==> src/design/mcu_reset_pkg.sv <==
// Constants, register map and state encoding of the reset controller.
// Shared by the controller and its synchroniser; no surroundings assumed.
package mcu_reset_pkg;
  localparam int          REG_W        = 8;
  localparam int          NREG         = 27;
  localparam int          ADDR_W       = 7;
  // Register indices; byte address is four times the index
  localparam logic [4:0]  IDX_PSW      = 5'h00;
  localparam logic [4:0]  IDX_PORT     = 5'h01;
  localparam logic [4:0]  IDX_DIR      = 5'h02;
  localparam logic [4:0]  IDX_PULLUP   = 5'h03;
  localparam logic [4:0]  IDX_OUTMODE  = 5'h04;
  localparam logic [4:0]  IDX_PCC      = 5'h05;
  localparam logic [4:0]  IDX_OSTS     = 5'h06;
  localparam logic [4:0]  IDX_IRQ_REQ  = 5'h0d;
  localparam logic [4:0]  IDX_IRQ_MASK = 5'h0e;
  localparam logic [4:0]  IDX_CMP      = 5'h1b;
  localparam logic [4:0]  IDX_STAT     = 5'h1c;
  localparam int          USB_RR_BIT   = 0;
  // Values taken on reset, in index order 0x00..0x1a
  localparam logic [7:0]  REG_INIT [NREG] = '{
    8'h02, 8'h00, 8'hff, 8'h00, 8'h00, 8'h02, 8'h04,
    8'h00, 8'h00, 8'h00, 8'h00, 8'h00, 8'h00,
    8'h00, 8'hff, 8'h00, 8'h00,
    8'h18, 8'h20, 8'h30, 8'h01, 8'h08,
    8'h00, 8'h00, 8'h00, 8'h00, 8'h00};
  // Reset vector bytes
  localparam logic [15:0] VEC_LO_ADDR  = 16'h0000;
  localparam logic [15:0] VEC_HI_ADDR  = 16'h0001;
  // Stabilization wait, in system clock periods
  localparam int          STAB_EXP     = 15;
  localparam int          STAB_CYCLES_DEF = 1 << STAB_EXP;
  localparam int          STAB_W       = 16;
  // Status register fields
  localparam int          ST_STATE_LSB = 0;
  localparam int          ST_WDT_BIT   = 3;
  localparam int          ST_STOP_BIT  = 4;
  localparam int          ST_SE0_BIT   = 5;
  localparam logic [1:0]  RESP_OKAY    = 2'b00;
  localparam logic [1:0]  RESP_SLVERR  = 2'b10;
  typedef enum logic [2:0] {
    ST_HOLD   = 3'b000,
    ST_WAIT   = 3'b001,
    ST_VEC_LO = 3'b010,
    ST_VEC_HI = 3'b011,
    ST_RUN    = 3'b100
  } rst_state_t;
endpackage
==> src/design/level_sync.sv <==
// Two-flop synchroniser for the external reset pin.
// Assumes the pin is asynchronous to core_clk; resets to the asserted level.
`timescale 1ns/100ps
`default_nettype none
module level_sync
  import mcu_reset_pkg::*;
(
  input  wire logic core_clk,
  input  wire logic rst_n,
  input  wire logic async_in,
  output logic      sync_out
);
  logic meta;

  always_ff @(posedge core_clk or negedge rst_n) begin
    if (!rst_n) begin
      meta     <= 1'b0;
      sync_out <= 1'b0;
    end else begin
      meta     <= async_in;
      sync_out <= meta;
    end
  end
endmodule
`default_nettype wire

==> src/design/mcu_reset_controller.sv <==
// Reset controller: pin and watchdog reset, stabilization wait, vector fetch,
// reset values of the core registers, STOP hold and SE0 wake blocking.
// Assumes a synchronous byte memory for the vector and an AXI4-Lite master.
// Notes on behaviour
// - Pin low or watchdog overflow resets identically
// - PC loads from vector bytes 0000H/0001H
// - Pins high impedance during reset and wait
// - Pin release, then wait 2^15 clocks
// - Watchdog reset releases itself, same wait
// - Reset keeps STOP held; pins still float
// - PC undefined in reset; others defined
// - SP, RAM, compare, shift, USB banks uninitialized
// - Status word resets to 02H
// - Port latches, pull-ups, modes 00H; direction FFH
// - Clock control 02H, stabilization select 04H
// - Timers, modes, watchdog registers reset 00H
// - Request flags 00H, masks FFH, modes 00H
// - USB byte counters reset 18H, 20H, 30H
// - USB start 01H, wakeup 08H, others 00H
// - STOP entered in SE0 ignores USB wake
//
// Implementation choices: register access over AXI4-Lite and the address map.
`timescale 1ns/100ps
`default_nettype none
module mcu_reset_controller
  import mcu_reset_pkg::*;
#(
  parameter int unsigned STAB_CYCLES = STAB_CYCLES_DEF
) (
  input  wire logic              core_clk,
  input  wire logic              rst_n,
  input  wire logic              ext_reset_n,
  input  wire logic              wdt_overflow,
  input  wire logic              stop_request,
  input  wire logic              ext_wake,
  input  wire logic              usb_reset_resume_irq,
  input  wire logic              usb_minus_line,
  input  wire logic              usb_plus_line,
  input  wire logic [7:0]        vector_data,
  output logic      [15:0]       vector_addr,
  output logic      [15:0]       program_counter,
  output logic                   pc_valid,
  output logic                   cpu_run,
  output logic                   cpu_stopped,
  output logic                   pins_drive_en,
  output logic      [7:0]        port_out_latch,
  output logic      [7:0]        port_direction,
  input  wire logic [ADDR_W-1:0] awaddr,
  input  wire logic              awvalid,
  output logic                   awready,
  input  wire logic [31:0]       wdata,
  input  wire logic [3:0]        wstrb,
  input  wire logic              wvalid,
  output logic                   wready,
  output logic      [1:0]        bresp,
  output logic                   bvalid,
  input  wire logic              bready,
  input  wire logic [ADDR_W-1:0] araddr,
  input  wire logic              arvalid,
  output logic                   arready,
  output logic      [31:0]       rdata,
  output logic      [1:0]        rresp,
  output logic                   rvalid,
  input  wire logic              rready
);
  rst_state_t        state;
  rst_state_t        next_state;
  logic              pin_n_sync;
  logic [STAB_W-1:0] stab_count;
  logic [7:0]        regs [NREG];
  logic [7:0]        cmp_reg;
  logic              wdt_cause;
  logic              se0_at_stop;
  logic              aw_held;
  logic              w_held;
  logic [4:0]        aw_idx;
  logic [7:0]        w_byte;
  logic              w_lane;

  function automatic logic idx_ok(input logic [4:0] idx);
    return idx <= IDX_STAT;
  endfunction

  function automatic logic idx_rw(input logic [4:0] idx);
    return idx < IDX_STAT;
  endfunction

  level_sync u_pin_sync (
    .core_clk (core_clk),
    .rst_n    (rst_n),
    .async_in (ext_reset_n),
    .sync_out (pin_n_sync)
  );

  wire       reset_in   = !pin_n_sync || wdt_overflow;
  wire       in_reset   = (state == ST_HOLD) || (state == ST_WAIT);
  wire       stab_done  = stab_count == STAB_W'(STAB_CYCLES - 1);
  wire       usb_se0    = !usb_minus_line && !usb_plus_line;
  wire       usb_mask   = regs[IDX_IRQ_MASK][USB_RR_BIT];
  wire       usb_wake   = usb_reset_resume_irq && !usb_mask && !se0_at_stop;
  wire       wake       = ext_wake || usb_wake;
  wire       stop_entry = (state == ST_RUN) && stop_request && !cpu_stopped;
  wire       fetch_start = (state == ST_WAIT) && (next_state == ST_VEC_LO);
  wire       wr_fire    = aw_held && w_held && !bvalid;
  wire [4:0] ar_idx     = araddr[ADDR_W-1:2];
  wire [7:0] status_val = {2'b00, se0_at_stop, cpu_stopped, wdt_cause, state};
  wire [7:0] rd_byte    = (ar_idx == IDX_STAT) ? status_val :
                          (ar_idx == IDX_CMP)  ? cmp_reg    :
                          idx_rw(ar_idx)       ? regs[ar_idx] : 8'h00;

  always_comb begin
    next_state = state;
    case (state)
      ST_HOLD:   if (!reset_in) next_state = ST_WAIT;
      ST_WAIT:   if (stab_done) next_state = ST_VEC_LO;
      ST_VEC_LO: next_state = ST_VEC_HI;
      ST_VEC_HI: next_state = ST_RUN;
      ST_RUN:    next_state = ST_RUN;
      default:   next_state = ST_HOLD;
    endcase
    if (reset_in) next_state = ST_HOLD;
  end

  always_ff @(posedge core_clk or negedge rst_n) begin
    if (!rst_n) state <= ST_HOLD;
    else        state <= next_state;
  end

  // Counts only inside the wait; restarts whenever reset is reapplied
  always_ff @(posedge core_clk or negedge rst_n) begin
    if (!rst_n)                 stab_count <= '0;
    else if (state != ST_WAIT)  stab_count <= '0;
    else if (!stab_done)        stab_count <= stab_count + 1'b1;
  end

  // Vector bytes arrive one cycle after their address
  always_ff @(posedge core_clk or negedge rst_n) begin
    if (!rst_n) begin
      vector_addr     <= VEC_LO_ADDR;
      program_counter <= '0;
      pc_valid        <= 1'b0;
    end else begin
      // Address leads data by one cycle, so the high byte is asked for early
      if (in_reset) vector_addr <= fetch_start ? VEC_HI_ADDR : VEC_LO_ADDR;
      if (state == ST_VEC_LO) program_counter[7:0] <= vector_data;
      if (state == ST_VEC_HI) program_counter[15:8] <= vector_data;
      pc_valid <= (next_state == ST_RUN) && (state != ST_HOLD);
    end
  end

  always_ff @(posedge core_clk or negedge rst_n) begin
    if (!rst_n) begin
      pins_drive_en <= 1'b0;
      cpu_run       <= 1'b0;
      wdt_cause     <= 1'b0;
    end else begin
      pins_drive_en <= (state == ST_RUN) && !reset_in;
      cpu_run       <= (next_state == ST_RUN) && !cpu_stopped && !stop_entry;
      if (reset_in) wdt_cause <= wdt_overflow && pin_n_sync;
    end
  end

  // STOP survives the hold phase and ends when the wait begins
  always_ff @(posedge core_clk or negedge rst_n) begin
    if (!rst_n) begin
      cpu_stopped <= 1'b0;
      se0_at_stop <= 1'b0;
    end else if (state == ST_HOLD) begin
      if (!reset_in) cpu_stopped <= 1'b0;
    end else if (stop_entry) begin
      cpu_stopped <= 1'b1;
      se0_at_stop <= usb_se0;
    end else if (cpu_stopped && wake) begin
      cpu_stopped <= 1'b0;
      se0_at_stop <= 1'b0;
    end
  end

  // Reset values held throughout hold and wait; USB flag set beats clear
  always_ff @(posedge core_clk or negedge rst_n) begin
    if (!rst_n) begin
      regs <= REG_INIT;
    end else if (in_reset) begin
      regs <= REG_INIT;
    end else begin
      if (wr_fire && w_lane && idx_rw(aw_idx) && aw_idx != IDX_CMP)
        regs[aw_idx] <= w_byte;
      if (usb_reset_resume_irq)
        regs[IDX_IRQ_REQ][USB_RR_BIT] <= 1'b1;
    end
  end

  // Left without reset: software must initialise it before use
  always_ff @(posedge core_clk) begin
    if (!in_reset && wr_fire && w_lane && aw_idx == IDX_CMP)
      cmp_reg <= w_byte;
  end

  assign port_out_latch = regs[IDX_PORT];
  assign port_direction = regs[IDX_DIR];

  // AXI4-Lite write: address and data captured independently
  assign awready = !aw_held;
  assign wready  = !w_held;
  assign arready = !rvalid;

  always_ff @(posedge core_clk or negedge rst_n) begin
    if (!rst_n) begin
      aw_held <= 1'b0;
      w_held  <= 1'b0;
      aw_idx  <= '0;
      w_byte  <= '0;
      w_lane  <= 1'b0;
    end else begin
      if (awvalid && awready) begin
        aw_held <= 1'b1;
        aw_idx  <= awaddr[ADDR_W-1:2];
      end
      if (wvalid && wready) begin
        w_held <= 1'b1;
        w_byte <= wdata[7:0];
        w_lane <= wstrb[0];
      end
      if (wr_fire) begin
        aw_held <= 1'b0;
        w_held  <= 1'b0;
      end
    end
  end

  always_ff @(posedge core_clk or negedge rst_n) begin
    if (!rst_n) begin
      bvalid <= 1'b0;
      bresp  <= RESP_OKAY;
    end else if (wr_fire) begin
      bvalid <= 1'b1;
      bresp  <= idx_ok(aw_idx) ? RESP_OKAY : RESP_SLVERR;
    end else if (bready) begin
      bvalid <= 1'b0;
    end
  end

  always_ff @(posedge core_clk or negedge rst_n) begin
    if (!rst_n) begin
      rvalid <= 1'b0;
      rdata  <= '0;
      rresp  <= RESP_OKAY;
    end else if (arvalid && arready) begin
      rvalid <= 1'b1;
      rdata  <= {24'h000000, rd_byte};
      rresp  <= idx_ok(ar_idx) ? RESP_OKAY : RESP_SLVERR;
    end else if (rready) begin
      rvalid <= 1'b0;
    end
  end

  logic [STAB_W:0] wait_len;
  always_ff @(posedge core_clk or negedge rst_n) begin
    if (!rst_n)                wait_len <= '0;
    else if (state != ST_WAIT) wait_len <= '0;
    else                       wait_len <= wait_len + 1'b1;
  end

  logic [7:0] vector_data_q;
  logic [7:0] vector_lo_q;
  always_ff @(posedge core_clk) begin
    vector_data_q <= vector_data;
    if (state == ST_VEC_LO) vector_lo_q <= vector_data;
  end
endmodule
`default_nettype wire

==> config.mk <==
export PLATFORM = sky130hd
export DESIGN_NAME = mcu_reset_controller
export DESIGN_NICKNAME = d
export VERILOG_FILES = /design/src/design/mcu_reset_pkg.sv /design/src/design/level_sync.sv /design/src/design/mcu_reset_controller.sv
export SDC_FILE = /design/constraint.sdc
export NUM_CORES = 1
export LEC_CHECK = 0
export BUFFER_PORTS_ARGS = -buffer_cell sky130_fd_sc_hd__buf_2
export CAP_MARGIN = 10
export CORE_MARGIN = 2
export CORE_UTILIZATION = 40
export CTS_BUF_LIST = sky130_fd_sc_hd__clkbuf_2 sky130_fd_sc_hd__clkbuf_4 sky130_fd_sc_hd__clkbuf_8
export CTS_CLUSTER_SIZE = 30
export DETAILED_ROUTE_END_ITERATION = 6
export GPL_TIMING_DRIVEN = 0
export PLACE_DENSITY_LB_ADDON = 0.05
export SLEW_MARGIN = 0
export SYNTH_ARGS = -nofsm -noshare
export SYNTH_HDL_FRONTEND = slang
export SYNTH_SLANG_ARGS = --single-unit
==> constraint.sdc <==
create_clock -name core_clk -period 3.55 [get_ports core_clk]
set_input_delay 0.1775 -clock core_clk [delete_from_list [all_inputs] [get_ports core_clk]]
set_output_delay 0.1775 -clock core_clk [all_outputs]
set_load 0.02 [all_outputs]
# Yosys cells after proc, flatten, opt, wreduce, memory -nomap -nowiden
# Index checks and enable logic that the tools add are counted.
[totals] regBits=313 in_bits=72
[classes] addsub=1 magnitude_cmp=7 n_eq_ne=14 muxes=33 bitwise=3 reduce_logical=53
[op_table] operator="two-way mux 216 bit" n=2
[op_table] operator="bitwise mux 216 bit" n=1
[op_table] operator="two-way mux 8 bit" n=6
[op_table] operator="binary-select mux 8 bit (select 5 bit)" n=1
[op_table] operator="demux 8 bit (select 5 bit)" n=1
[op_table] operator="two-way mux 16 bit" n=2
[op_table] operator="logical AND 1 bit" n=24
[op_table] operator="adder 16 x 1 -> 16 bit, second input constant" n=1
[op_table] operator="== test 16 x 15 -> 1 bit, second input constant" n=1
[op_table] operator="== test 5 bit, second input constant" n=3
[op_table] operator="two-way mux 1 bit" n=15
[op_table] operator="logical NOT 1 bit" n=13
[op_table] operator=">= comparator 6 bit, second input constant" n=2
[op_table] operator="inverter 5 -> 6 bit" n=2
[op_table] operator="case mux 3 bit (4 select lines)" n=1
[op_table] operator="nonzero test 2 bit" n=6
[op_table] operator="<= comparator 5 bit, second input constant" n=2
[op_table] operator="less-than comparator 5 bit, second input constant" n=2
[op_table] operator="== test 3 x 2 -> 1 bit, second input constant" n=3
[op_table] operator="nonzero test 3 bit" n=3
[op_table] operator="== test 3 bit, second input constant" n=2
[op_table] operator="less-than comparator 6 x 1 -> 1 bit, second input constant" n=1
[op_table] operator="two-way mux 3 bit" n=2
[op_table] operator="inequality test 5 bit, second input constant" n=1
[op_table] operator="10 further kinds" n=14

# Depth between registers and ports, before layout
# Gate-level depths: netlist of the first run.
[depth] ltp_word=9 ltp_mapped=8

# Modules after synthesis
# From an unflattened synthesis of the first run, not the netlist that was laid out.
[unflattened] hier_cells=1326 area_unflattened_um2=14766.7
[modules_own_cells] module="mcu_reset_controller" instances=1 cells_each=1324 area_per_inst_um2=14716.6
[modules_own_cells] module="level_sync" instances=1 cells_each=2 area_per_inst_um2=50.0

# Worst setup path after synthesis of the first run
# No wires, ideal clock.
[synth_path] path_type="flip-flop to flip-flop" start="register bvalid" end="register cmp_reg[0], enable pin" setup_time_ps=383 arrival_time_ps=1770 path_slack_ps=1397 path_stages_with_launch=5 path_buffers=1 period_less_slack_ps=2153 path_cell_list="dfrtp_1 -> nand4b_1 -> or2_0 -> clkbuf_1 -> nor3_1"
[synth_via] elab_chain_cells=5
[synth_lines] item="start: declaration" line_no="mcu_reset_controller.sv:56" rtl="output logic bvalid,"
[synth_lines] item="start signal: assignment" line_no="mcu_reset_controller.sv:233" rtl="bvalid <= 1'b0;"
[synth_lines] item="start signal: assignment" line_no="mcu_reset_controller.sv:236" rtl="bvalid <= 1'b1;"
[synth_lines] item="start signal: assignment" line_no="mcu_reset_controller.sv:239" rtl="bvalid <= 1'b0;"
[synth_lines] item="logical NOT 1 bit" line_no="mcu_reset_controller.sv:104" rtl="wire wr_fire = aw_held && w_held && !bvalid;"
[synth_lines] item="logical AND 1 bit" line_no="mcu_reset_controller.sv:104"
[synth_lines] item="logical AND 1 bit (3 in a row)" line_no="mcu_reset_controller.sv:195" rtl="if (!in_reset && wr_fire && w_lane && aw_idx == IDX_CMP)"
[synth_lines] item="end signal: assignment" line_no="mcu_reset_controller.sv:196" rtl="cmp_reg <= w_byte;"
[synth_lines] item="end: declaration" line_no="mcu_reset_controller.sv:71" rtl="logic [7:0] cmp_reg;"
# Every way passes these cells.
# A chain may end at the register's enable or synchronous reset.

# Worst setup path in the final report of the first run
[layout_path] start="register state[2]" end="register regs[209] (netlist bit)"
[layout_via] elab_chain_cells=3 elab_cells_between_ends=5 classes_between="eq/ne: 1; mux: 1; reduce/logical: 3"
[layout_lines] item="start: declaration" line_no="mcu_reset_controller.sv:66" rtl="rst_state_t state;"
[layout_lines] item="start signal: assignment" line_no="mcu_reset_controller.sv:126" rtl="else state <= next_state;"
[layout_lines] item="== test 3 x 1 -> 1 bit / logical NOT 3 bit (equally long branches)" line_no="mcu_reset_controller.sv:96" rtl="wire in_reset = (state == ST_HOLD) || (state == ST_WAIT);"
[layout_lines] item="logical OR 1 bit *" line_no="mcu_reset_controller.sv:96"
[layout_lines] item="two-way mux 216 bit / nonzero test 2 bit (equally long branches)"
[layout_lines] item="end signal: indexed assignment" line_no="mcu_reset_controller.sv:187" rtl="regs[aw_idx] <= w_byte;"
[layout_lines] item="end: declaration" line_no="mcu_reset_controller.sv:70" rtl="logic [7:0] regs [NREG];"
# Mark *: on every way between the ends. The rest lies on a longest branch, timed or not.

==> impl_metrics.csv, run 1 <==
group,metric,value,unit
final_layout,largest_register_ffs,200,
sta,final-hold-violation-count,0,
sta,setup_ws,1.04,ns
yosys,synth.top_cell.area_share,44.4,%
drt,wirelength,47800,microns
yosys,synth_top_cell_by_area,"dfrtp_1",
place,place_area,0.0160,sq mm
worst_setup_path,critPathTopFamily,"buffers and inverters",
die,die-area,0.0385,sq mm
global_route,grt_use_total,25.1,%
worst_setup_path,required,4.06,ns
die,start_util,40.4,%
drt,first_pass_iters,5,
yosys,synth_seq_area_share,50.7,%
place,gp_congestion,0.895,
worst_setup_path,arrival,3.03,ns
place,portBuffers,89,
sta,rsz0062_at_grt,"false",
global_route,grt_pass1_wl,70600,microns
drt,dr.first_iter.drc_count,761,
worst_hold_path,hold_class,"primary input to asynchronous set/reset pin",
worst_setup_path,crit_fanout,10,
clock_tree,cts_tree,"yes",
power,ir_drop,360,uV
global_route,grt_max_degree,83,
clock_tree,clock_sinks,296,
worst_setup_path,cp_cell_sequence,"clkbuf_1 -> or2_2 -> clkbuf_1 -> buf_1 -> nand3_1",
sta,setup_viol,0,
sta,max_freq,398,MHz
final_layout,n_fill_cell,3482,
die,core_area,0.0365,sq mm
final_layout,finalNonFillerCells,2061,
final_layout,regMostFlops,"regs",
yosys,synth_most_common_cell,"dfrtp_1",
drt,wire_per_inst,23.2,microns
die,die_x,196,microns
global_route,grtUsageMet3,4.83,%
worst_setup_path,critPathKind,"flop to flop",
final_layout,fin_nets,1622,
power,powerDensity,518,mW/mm^2
yosys,synth-edff-count,8,
place,dp_slack,0.741,ns
global_route,grt_use_met2,39.5,%
final_layout,seqCellArea,0.00748,sq mm
sta,finClkSkew,0.0207,ns
global_route,overflow,0,
global_route,grtUsageMet1,34.9,%
run,cap_viol_max_count,0,
clock_tree,clkTransAtPathRegs,0.06,ns
place,post-place-cells,1926,
worst_setup_path,cp-start-kind,"flop",
drt,post-route-drc-count,0,
yosys,syn-cell-area,0.0148,sq mm
worst_setup_path,slowest_stage,"buf_1",
drt,ant_nets,0,
sta,post-route-period-util,70.8,%
yosys,async_reset_ff_share,97.3,%
die,die_h,196,microns
final_layout,layout-drive-gt1-share,24.3,%
sta,worst_slew_pin_slew,1.06,ns
global_route,grt_busiest_layer,"met2",
yosys,synth_seq_cells,296,
drt,vias_per_cell,5.27,
final_layout,multiInputGateArea,0.00653,sq mm
worst_setup_path,slowest_delay,0.78,ns
die,fp-row-count,70,
clock_tree,clock_path_buffers,3,
yosys,avgSynthCellArea,11.1,sq um
clock_tree,clock_latency,0.64,ns
global_route,grt_pass1_vias,10700,
final_layout,final_area,0.0176,sq mm
clock_tree,cts_max_level,2,
yosys,yosys_warnings,0,
yosys,synthDistinctLibCells,62,
worst_setup_path,path_common_cell,"clkbuf_1",
yosys,syn_inst,1326,
final_layout,syn2layout_area_growth,18.9,%
drt,vias,10900,
sta,final_max_slew_viol_count,0,
sta,max_slew_margin,29.2,%
die,io_pins,165,
final_layout,largestRegisters,"regs: 200 flops, program_counter: 16 flops, stab_count: 16 flops",
yosys,synth_flop_cell,"dfrtp_1",
clock_tree,numCtsBuffers,54,
worst_setup_path,path_buf_inv,3,
worst_setup_path,crit_path_end_kind,"flop",
sta,min_period,2.51,ns
clock_tree,root_buffer,"clkbuf_8",
power,p_leak,7.52,nW
global_route,antenna_found_initial,0,
yosys,synthTopCellsByCount,"262 x dfrtp_1, 257 x mux2i_1, 212 x nor2_1",
place,hpwl,32600,microns
run_status,status,"finished clean",
yosys,yosys-top-cells-area,"dfrtp_1 44%, mux2i_1 17%, nor2_1 5.4%",
[layout make-up]
type                    instances  area share (%)
clock inverters                 5           0.157
multi-input cells             905            37.2
clock buffers                  94            6.41
plain buffers                 156            4.98
inverters                       9           0.192
diodes                          1          0.0143
repair buffers                127            5.06
well taps                     468            3.34
flip-flops and latches        296            42.6
[timing repair]
item | CTS | global route
setup endpoints to repair | 0 | 0
endpoints found under the hold margin | 163 | 0
hold buffers | 35 | 0
setup buffers | 0 | 0
gates resized for setup | 0 | 0
[worst paths after layout]
path                                       from             endpoint  slack, ns  depth (start not counted)
worst max-delay path                   state[2]            regs[209]       1.04                          5
worst min-delay path                      rst_n        stab_count[6]       0.08                          2
worst min register to register  u_pin_sync.meta  u_pin_sync.sync_out       0.35                          0
worst max register to register         state[2]            regs[209]       1.04                          5
max in group asynchronous                 rst_n             regs[96]       1.89                          5
min in group core_clk                  ext_wake          se0_at_stop       0.12                          5
[report_power, final]
group	total, mW	internal, mW	switching [mW]
Clock	3.46	1.97	1.49
Combinational	1.99	0.521	1.47
Sequential	3.63	3.53	0.0973
[stage by stage]
step	utilization (%)	total power [mW]	hold WS (ns)	TNS (ns)
global route	48.0	9.44	0.104	0
finish	48.1	9.09	0.0776	0
detailed placement	43.9	5.65	0.140	0
floorplan	-	4.78	-0.118	0
global placement	43.7	5.63	0.287	-960.76
CTS	48.0	9.18	0.0458	0
[kinds of logic (layout without fill, tap and decap cells)]
logic type / Yosys count / in the layout / synth area share [%]
fa+ha+maj: 1 / 1 / 0.0847
flops: 296 / 296 / 50.7
other cells: 1 / 42 / 0.0254
buf+inv: 165 / 391 / 6.15
compound gates: 138 / 138 / 5.95
mux: 313 / 313 / 23.4
simple gates: 402 / 402 / 13.1
xor+xnor: 10 / 10 / 0.593
[layout by cell type (no fill, tap or decap), drive strengths merged, types with 9 or more instances in the layout]
cell,instances
mux2i,257
dfstp,26
inv,9
clkbuf,158
dfrtp,262
nor3,10
mux4,23
buf,184
nand3,19
dlygate4sd3,35
nor2,237
a21oi,41
conb,41
a22oi,24
a31oi,12
o21ai,28
mux2,33
nand2,78
[per-layer routing]
metal | part of all wire [%] | wire length, microns
met5 | 0 | 0
met4 | 2.5 | 1210
met3 | 5.8 | 2770
met2 | 46 | 22100
met1 | 45 | 21700
Note: power is estimated with default switching activity, not from simulation.
==> inputs of run 2 (changes only) <==
==> constraint.sdc (replaced) <==
create_clock -name core_clk -period 2.1 [get_ports core_clk]
set_input_delay 0.105 -clock core_clk [delete_from_list [all_inputs] [get_ports core_clk]]
set_output_delay 0.105 -clock core_clk [all_outputs]
set_load 0.02 [all_outputs]
==> impl_metrics.csv, run 2 (same netlist as run 1, synthesis figures left out) <==
group,metric,value,unit
power,p_int,10.4,mW
die,io_pins,165,
sta,fin_hold_ws,0.0271,ns
drt,wirelength,47900,microns
final_layout,layout-drive-gt1-share,27.5,%
sta,max_slew_margin,39.6,%
drt,vias_per_cell,5.29,
worst_setup_path,r2r_start,"cmp_reg[1]",
final_layout,n_fill_cell,3360,
clock_tree,cts_max_level,2,
global_route,overflow,0,
sta,final_max_slew_viol_count,0,
worst_setup_path,rrSetupSlack,0.06,ns
clock_tree,clock_sinks,296,
worst_setup_path,crit_fanout,10,
worst_hold_path,hold_class,"primary input to asynchronous set/reset pin",
die,fp-row-count,70,
global_route,grt_use_total,25.3,%
clock_tree,numCtsBuffers,53,
sta,min_period,2.08,ns
drt,first_pass_iters,4,
power,p_total,15.7,mW
drt,wire_per_inst,23.0,microns
place,post-place-cells,1925,
drt,ant_nets,0,
worst_setup_path,regToRegEndpoint,"rdata[1]",
drt,dr.first_iter.drc_count,748,
power,switchingPower,5.25,mW
sta,setup_viol,0,
die,die-area,0.0385,sq mm
worst_setup_path,cp-start-kind,"primary input",
drt,vias,11000,
global_route,grt_pass1_wl,71600,microns
run_status,status,"finished clean",
run,cap_viol_max_count,0,
drt,post-route-drc-count,0,
sta,max_freq,481,MHz
power,combPwrFrac,22.6,%
worst_setup_path,required,2.66,ns
clock_tree,cts_tree,"yes",
power,p_seq_share,39.5,%
final_layout,largest_register_ffs,200,
worst_setup_path,reg2regPathDepth,4,
sta,finClkSkew,0.0349,ns
die,die_h,196,microns
die,core_area,0.0365,sq mm
die,start_util,40.4,%
clock_tree,clkTransAtPathRegs,0.06,ns
power,powerDensity,870,mW/mm^2
final_layout,largestRegisters,"regs: 200 flops, program_counter: 16 flops, stab_count: 16 flops",
power,ir_drop,636,uV
final_layout,syn2layout_area_growth,22.1,%
final_layout,fin_nets,1640,
power,switching_share,33.5,%
clock_tree,clock_latency,0.64,ns
worst_setup_path,critPathKind,"primary input to flop",
worst_setup_path,arrival,2.64,ns
place,hpwl,32700,microns
final_layout,final_common_cell,"dfrtp_1",
place,portBuffers,89,
sta,worst_slew_pin_slew,0.907,ns
global_route,grt_pass1_vias,11100,
power,pwr-share-clk,37.9,%
final_layout,num_antenna_cells,0,
final_layout,regMostFlops,"regs",
sta,post-route-period-util,99.0,%
global_route,antenna_found_initial,0,
place,gp_congestion,0.881,
die,die_x,196,microns
sta,final-hold-violation-count,0,
final_layout,most-common-layout-cells,"262 x dfrtp_1, 257 x mux2i_1, 212 x nor2_1, 103 x buf_2, 78 x nand2_1",
final_layout,finalNonFillerCells,2080,
global_route,grt_max_degree,114,
clock_tree,clock_path_buffers,3,
power,p_leak,7.80,nW
worst_setup_path,crit_path_end_kind,"flop",
clock_tree,root_buffer,"clkbuf_8",
run 2: cell types whose count changed in the layout (fill, tap and decap cells not counted), sizes merged:
cell           previous run  this run
clkinv                    4         0
clkinvlp                  1         2
clkbuf                  158       159
diode                     1         0
buf                     184       204
clkdlybuf4s15             0         2
run 2: power by group through the flow:
| stage | Sequential [mW] | Combinational, mW | Clock, mW |
|---|---|---|---|
| after floorplan | 6.24 | 1.84 | 0 |
| after global routing | 6.22 | 3.75 | 6.34 |
| final | 6.20 | 3.54 | 5.94 |
| after CTS | 6.15 | 3.46 | 6.07 |
| after detailed placement | 6.24 | 3.32 | 0 |
| after global placement | 6.24 | 3.30 | 0 |
run 2: worst max path at each step:
stage,from,slack (ns),depth (start not counted),end
after global routing,bvalid,-0.007,7,regs[127]
after global placement,rst_n,-4.87,1,regs[123]
after CTS,w_byte[5],0.01,4,regs[117]
after floorplan,bvalid,0.16,7,regs[112]
after detailed placement,araddr[3],-0.61,8,rdata[3]
final,araddr[4],0.02,8,rdata[5]
run 2: final cells by class:
type | instances | area [sq um] | area share, %
inverters | 9 | 33.8 | 0.187
clock buffers | 98 | 1160 | 6.44
repair buffers | 151 | 1220 | 6.79
multi-input cells | 905 | 6600 | 36.6
flip-flops and latches | 296 | 7480 | 41.5
plain buffers | 151 | 930 | 5.16
well taps | 468 | 586 | 3.25
clock inverters | 2 | 15.0 | 0.0833
run 2: repair_timing:
item	4_1_cts	5_1_grt
hold buffers	35	0
resized for setup	27	40
buffers inserted	8	17
endpoints found under the hold margin	126	0
pin swaps	6	15
cloned	0	0
setup endpoints to repair	224	173
run 2: per-stage QoR:
| step | instance area, sq um | TNS (ns) | worst slack (ns) | util, % |
|---|---|---|---|---|
| 2_1_floorplan | 14900 | 0 | 0.164 | - |
| 3_3_place_gp | 16000 | -1375.19 | -4.87 | 43.7 |
| 3_5_place_dp | 16000 | -36.33 | -0.613 | 43.9 |
| 4_1_cts | 17700 | 0 | 0.0143 | 48.6 |
| 5_1_grt | 18000 | -0.00729 | -0.00729 | 49.4 |
| 6_report | 18000 | 0 | 0.0209 | 49.4 |
run 2: layer usage:
metal / global-route usage, % / up-vias / part of all wire (%)
li1: - / 5012 / -
met1: 33.4 / 5541 / 43
met2: 40.9 / 379 / 47
met3: 6.55 / 75 / 7.5
met4: 7.86 / 0 / 2.9
met5: 0 / - / 0
run 2: worst max-delay path, stage by stage:
cell and delay, ns:
buf_2 0.16, dlygate4sd3_1 0.62, nand3_1 0.12, nor3_1 0.65, buf_2 0.38, a221o_1 0.26
a31oi_1 0.15, a21oi_1 0.18
==> inputs of run 3 (changes only) <==
--- a/config.mk
+++ b/config.mk
@@ -8,7 +8,7 @@
 export BUFFER_PORTS_ARGS = -buffer_cell sky130_fd_sc_hd__buf_2
 export CAP_MARGIN = 10
 export CORE_MARGIN = 2
-export CORE_UTILIZATION = 40
+export CORE_UTILIZATION = 43
 export CTS_BUF_LIST = sky130_fd_sc_hd__clkbuf_2 sky130_fd_sc_hd__clkbuf_4 sky130_fd_sc_hd__clkbuf_8
 export CTS_CLUSTER_SIZE = 30
 export DETAILED_ROUTE_END_ITERATION = 6
==> impl_metrics.csv, run 3 (same netlist as run 1, synthesis figures left out) <==
group,metric,value,unit
place,portBuffers,89,
final_layout,regMostFlops,"regs",
power,pwr-share-clk,37.2,%
final_layout,fin_nets,1645,
clock_tree,numCtsBuffers,52,
die,start_util,43.8,%
place,hpwl,32000,microns
global_route,grt_pass1_vias,10900,
final_layout,finalNonFillerCells,2059,
final_layout,num_antenna_cells,0,
power,p_total,15.5,mW
drt,met1_length,21500,microns
final_layout,n_fill_cell,3033,
global_route,grt_pass1_wl,70000,microns
global_route,grt_use_total,26.3,%
worst_setup_path,regToRegEndpoint,"rdata[1]",
sta,final-hold-violation-count,0,
power,ir_drop,481,uV
drt,first_pass_iters,5,
worst_setup_path,critPathKind,"flop to flop",
final_layout,layout-drive-gt1-share,27.7,%
worst_setup_path,crit_path_end_kind,"flop",
worst_setup_path,r2r_start,"regs[17]",
worst_setup_path,cp-start-kind,"flop",
sta,max_freq,485,MHz
sta,setup_ws,0.0373,ns
sta,setup_viol,0,
sta,min_period,2.06,ns
power,p_int,10.3,mW
die,die_x,189,microns
drt,wirelength,47000,microns
drt,vias_per_cell,5.38,
sta,final_max_slew_viol_count,0,
run_status,status,"finished clean",
sta,rsz0062_at_grt,"true",
die,die-area,0.0358,sq mm
power,p_seq_share,39.8,%
global_route,grt_max_degree,106,
power,combPwrFrac,23.1,%
clock_tree,cts_tree,"yes",
worst_setup_path,rrSetupSlack,0.04,ns
global_route,overflow,0,
drt,wl_met3,2940,microns
die,die_h,189,microns
drt,wire_per_inst,22.8,microns
drt,vias,11100,
clock_tree,root_buffer,"clkbuf_8",
worst_setup_path,crit_start,"regs[17]",
power,switchingPower,5.20,mW
drt,ant_nets,0,
power,powerDensity,860,mW/mm^2
drt,wl_met2,21500,microns
final_layout,largest_register_ffs,200,
worst_hold_path,hold_class,"primary input to asynchronous set/reset pin",
die,io_pins,165,
final_layout,most-common-layout-cells,"262 x dfrtp_1, 256 x mux2i_1, 211 x nor2_1, 105 x buf_2",
clock_tree,cts_max_level,2,
place,gp_congestion,0.921,
drt,dr.first_iter.drc_count,893,
drt,post-route-drc-count,0,
run,cap_viol_max_count,0,
power,switching_share,33.5,%
final_layout,largestRegisters,"regs: 200 flops, program_counter: 16 flops, stab_count: 16 flops",
clock_tree,clock_sinks,296,
clock_tree,clock_latency,0.62,ns
die,fp-row-count,67,
sta,max_slew_margin,35.0,%
worst_setup_path,crit_fanout,2,
clock_tree,clock_path_buffers,3,
place,dp_slack,-0.496,ns
clock_tree,clkTransAtPathRegs,0.07,ns
sta,setup-tns-final,0,ns
die,core_area,0.0337,sq mm
place,post-place-cells,1905,
final_layout,final_common_cell,"dfrtp_1",
worst_setup_path,arrival,2.55,ns
sta,post-route-period-util,98.2,%
final_layout,fin_util,53.6,%
sta,finClkSkew,0.0266,ns
power,p_leak,7.82,nW
global_route,antenna_found_initial,0,
final_layout,syn2layout_area_growth,22.3,%
worst_setup_path,required,2.59,ns
drt,dr.max_layer_used,"met5",
sta,worst_slew_pin_slew,0.963,ns
worst_setup_path,reg2regPathDepth,4,
## run 3: cell count changes in the layout (fill, tap and decap cells not counted), sizes merged
cell	previous run	this run
inv	9	10
buf	204	210
clkbuf	159	151
clkinv	0	2
clkinvlp	2	0
## run 3: final cells by class
type | count | area, sq um | area share [%]
inverters | 9 | 33.8 | 0.187
well taps | 448 | 561 | 3.10
clock buffers | 90 | 1120 | 6.20
clock inverters | 3 | 18.8 | 0.104
plain buffers | 151 | 933 | 5.17
repair buffers | 157 | 1310 | 7.23
multi-input cells | 905 | 6610 | 36.6
flip-flops and latches | 296 | 7480 | 41.4
## run 3: what timing repair did
item	in CTS	in global routing
cloned	0	1
pin swaps	7	18
endpoints found under the setup margin	193	182
hold endpoints to repair	126	0
hold buffers	35	0
buffers inserted	9	21
resized for setup	30	42
## run 3: worst max path at each step
stage / slack (ns) / to / depth (start not counted)
floorplan: 0.16 / regs[112] / 7
global placement: -4.81 / program_counter[13] / 1
detailed placement: -0.50 / cmp_reg[5] / 4
CTS: 0.001 / regs[167] / 6
global route: -0.06 / regs[120] / 7
finish: 0.04 / rdata[1] / 4
## run 3: metrics by stage
step                hold slack (ns)  cell area (sq um)
floorplan                    -0.191              14900
global placement              0.214              15900
finish                       0.0762              18100
CTS                          0.0994              17700
detailed placement            0.136              16000
global route                  0.127              18100
## run 3: critical path, cell delays in order (launching register included)
cell and delay (ns):
dfrtp_1 0.39, mux4_2 0.51, a221o_1 0.41, a31oi_1 0.47, a31oi_1 0.15
## run 3: power by group through the flow
stage | combinational, mW | sequential [mW] | clock, mW
finish | 3.58 | 6.18 | 5.77
CTS | 3.44 | 6.14 | 5.87
detailed placement | 3.27 | 6.24 | 0
floorplan | 1.84 | 6.24 | 0
global route | 3.74 | 6.20 | 6.12
global placement | 3.26 | 6.23 | 0
## run 3: routing by layer
metal,up-vias,GRT usage (%)
li1,5018,-
met1,5622,37.9
met2,361,40.6
met3,74,4.95
met4,2,7.60
met5,-,1.79
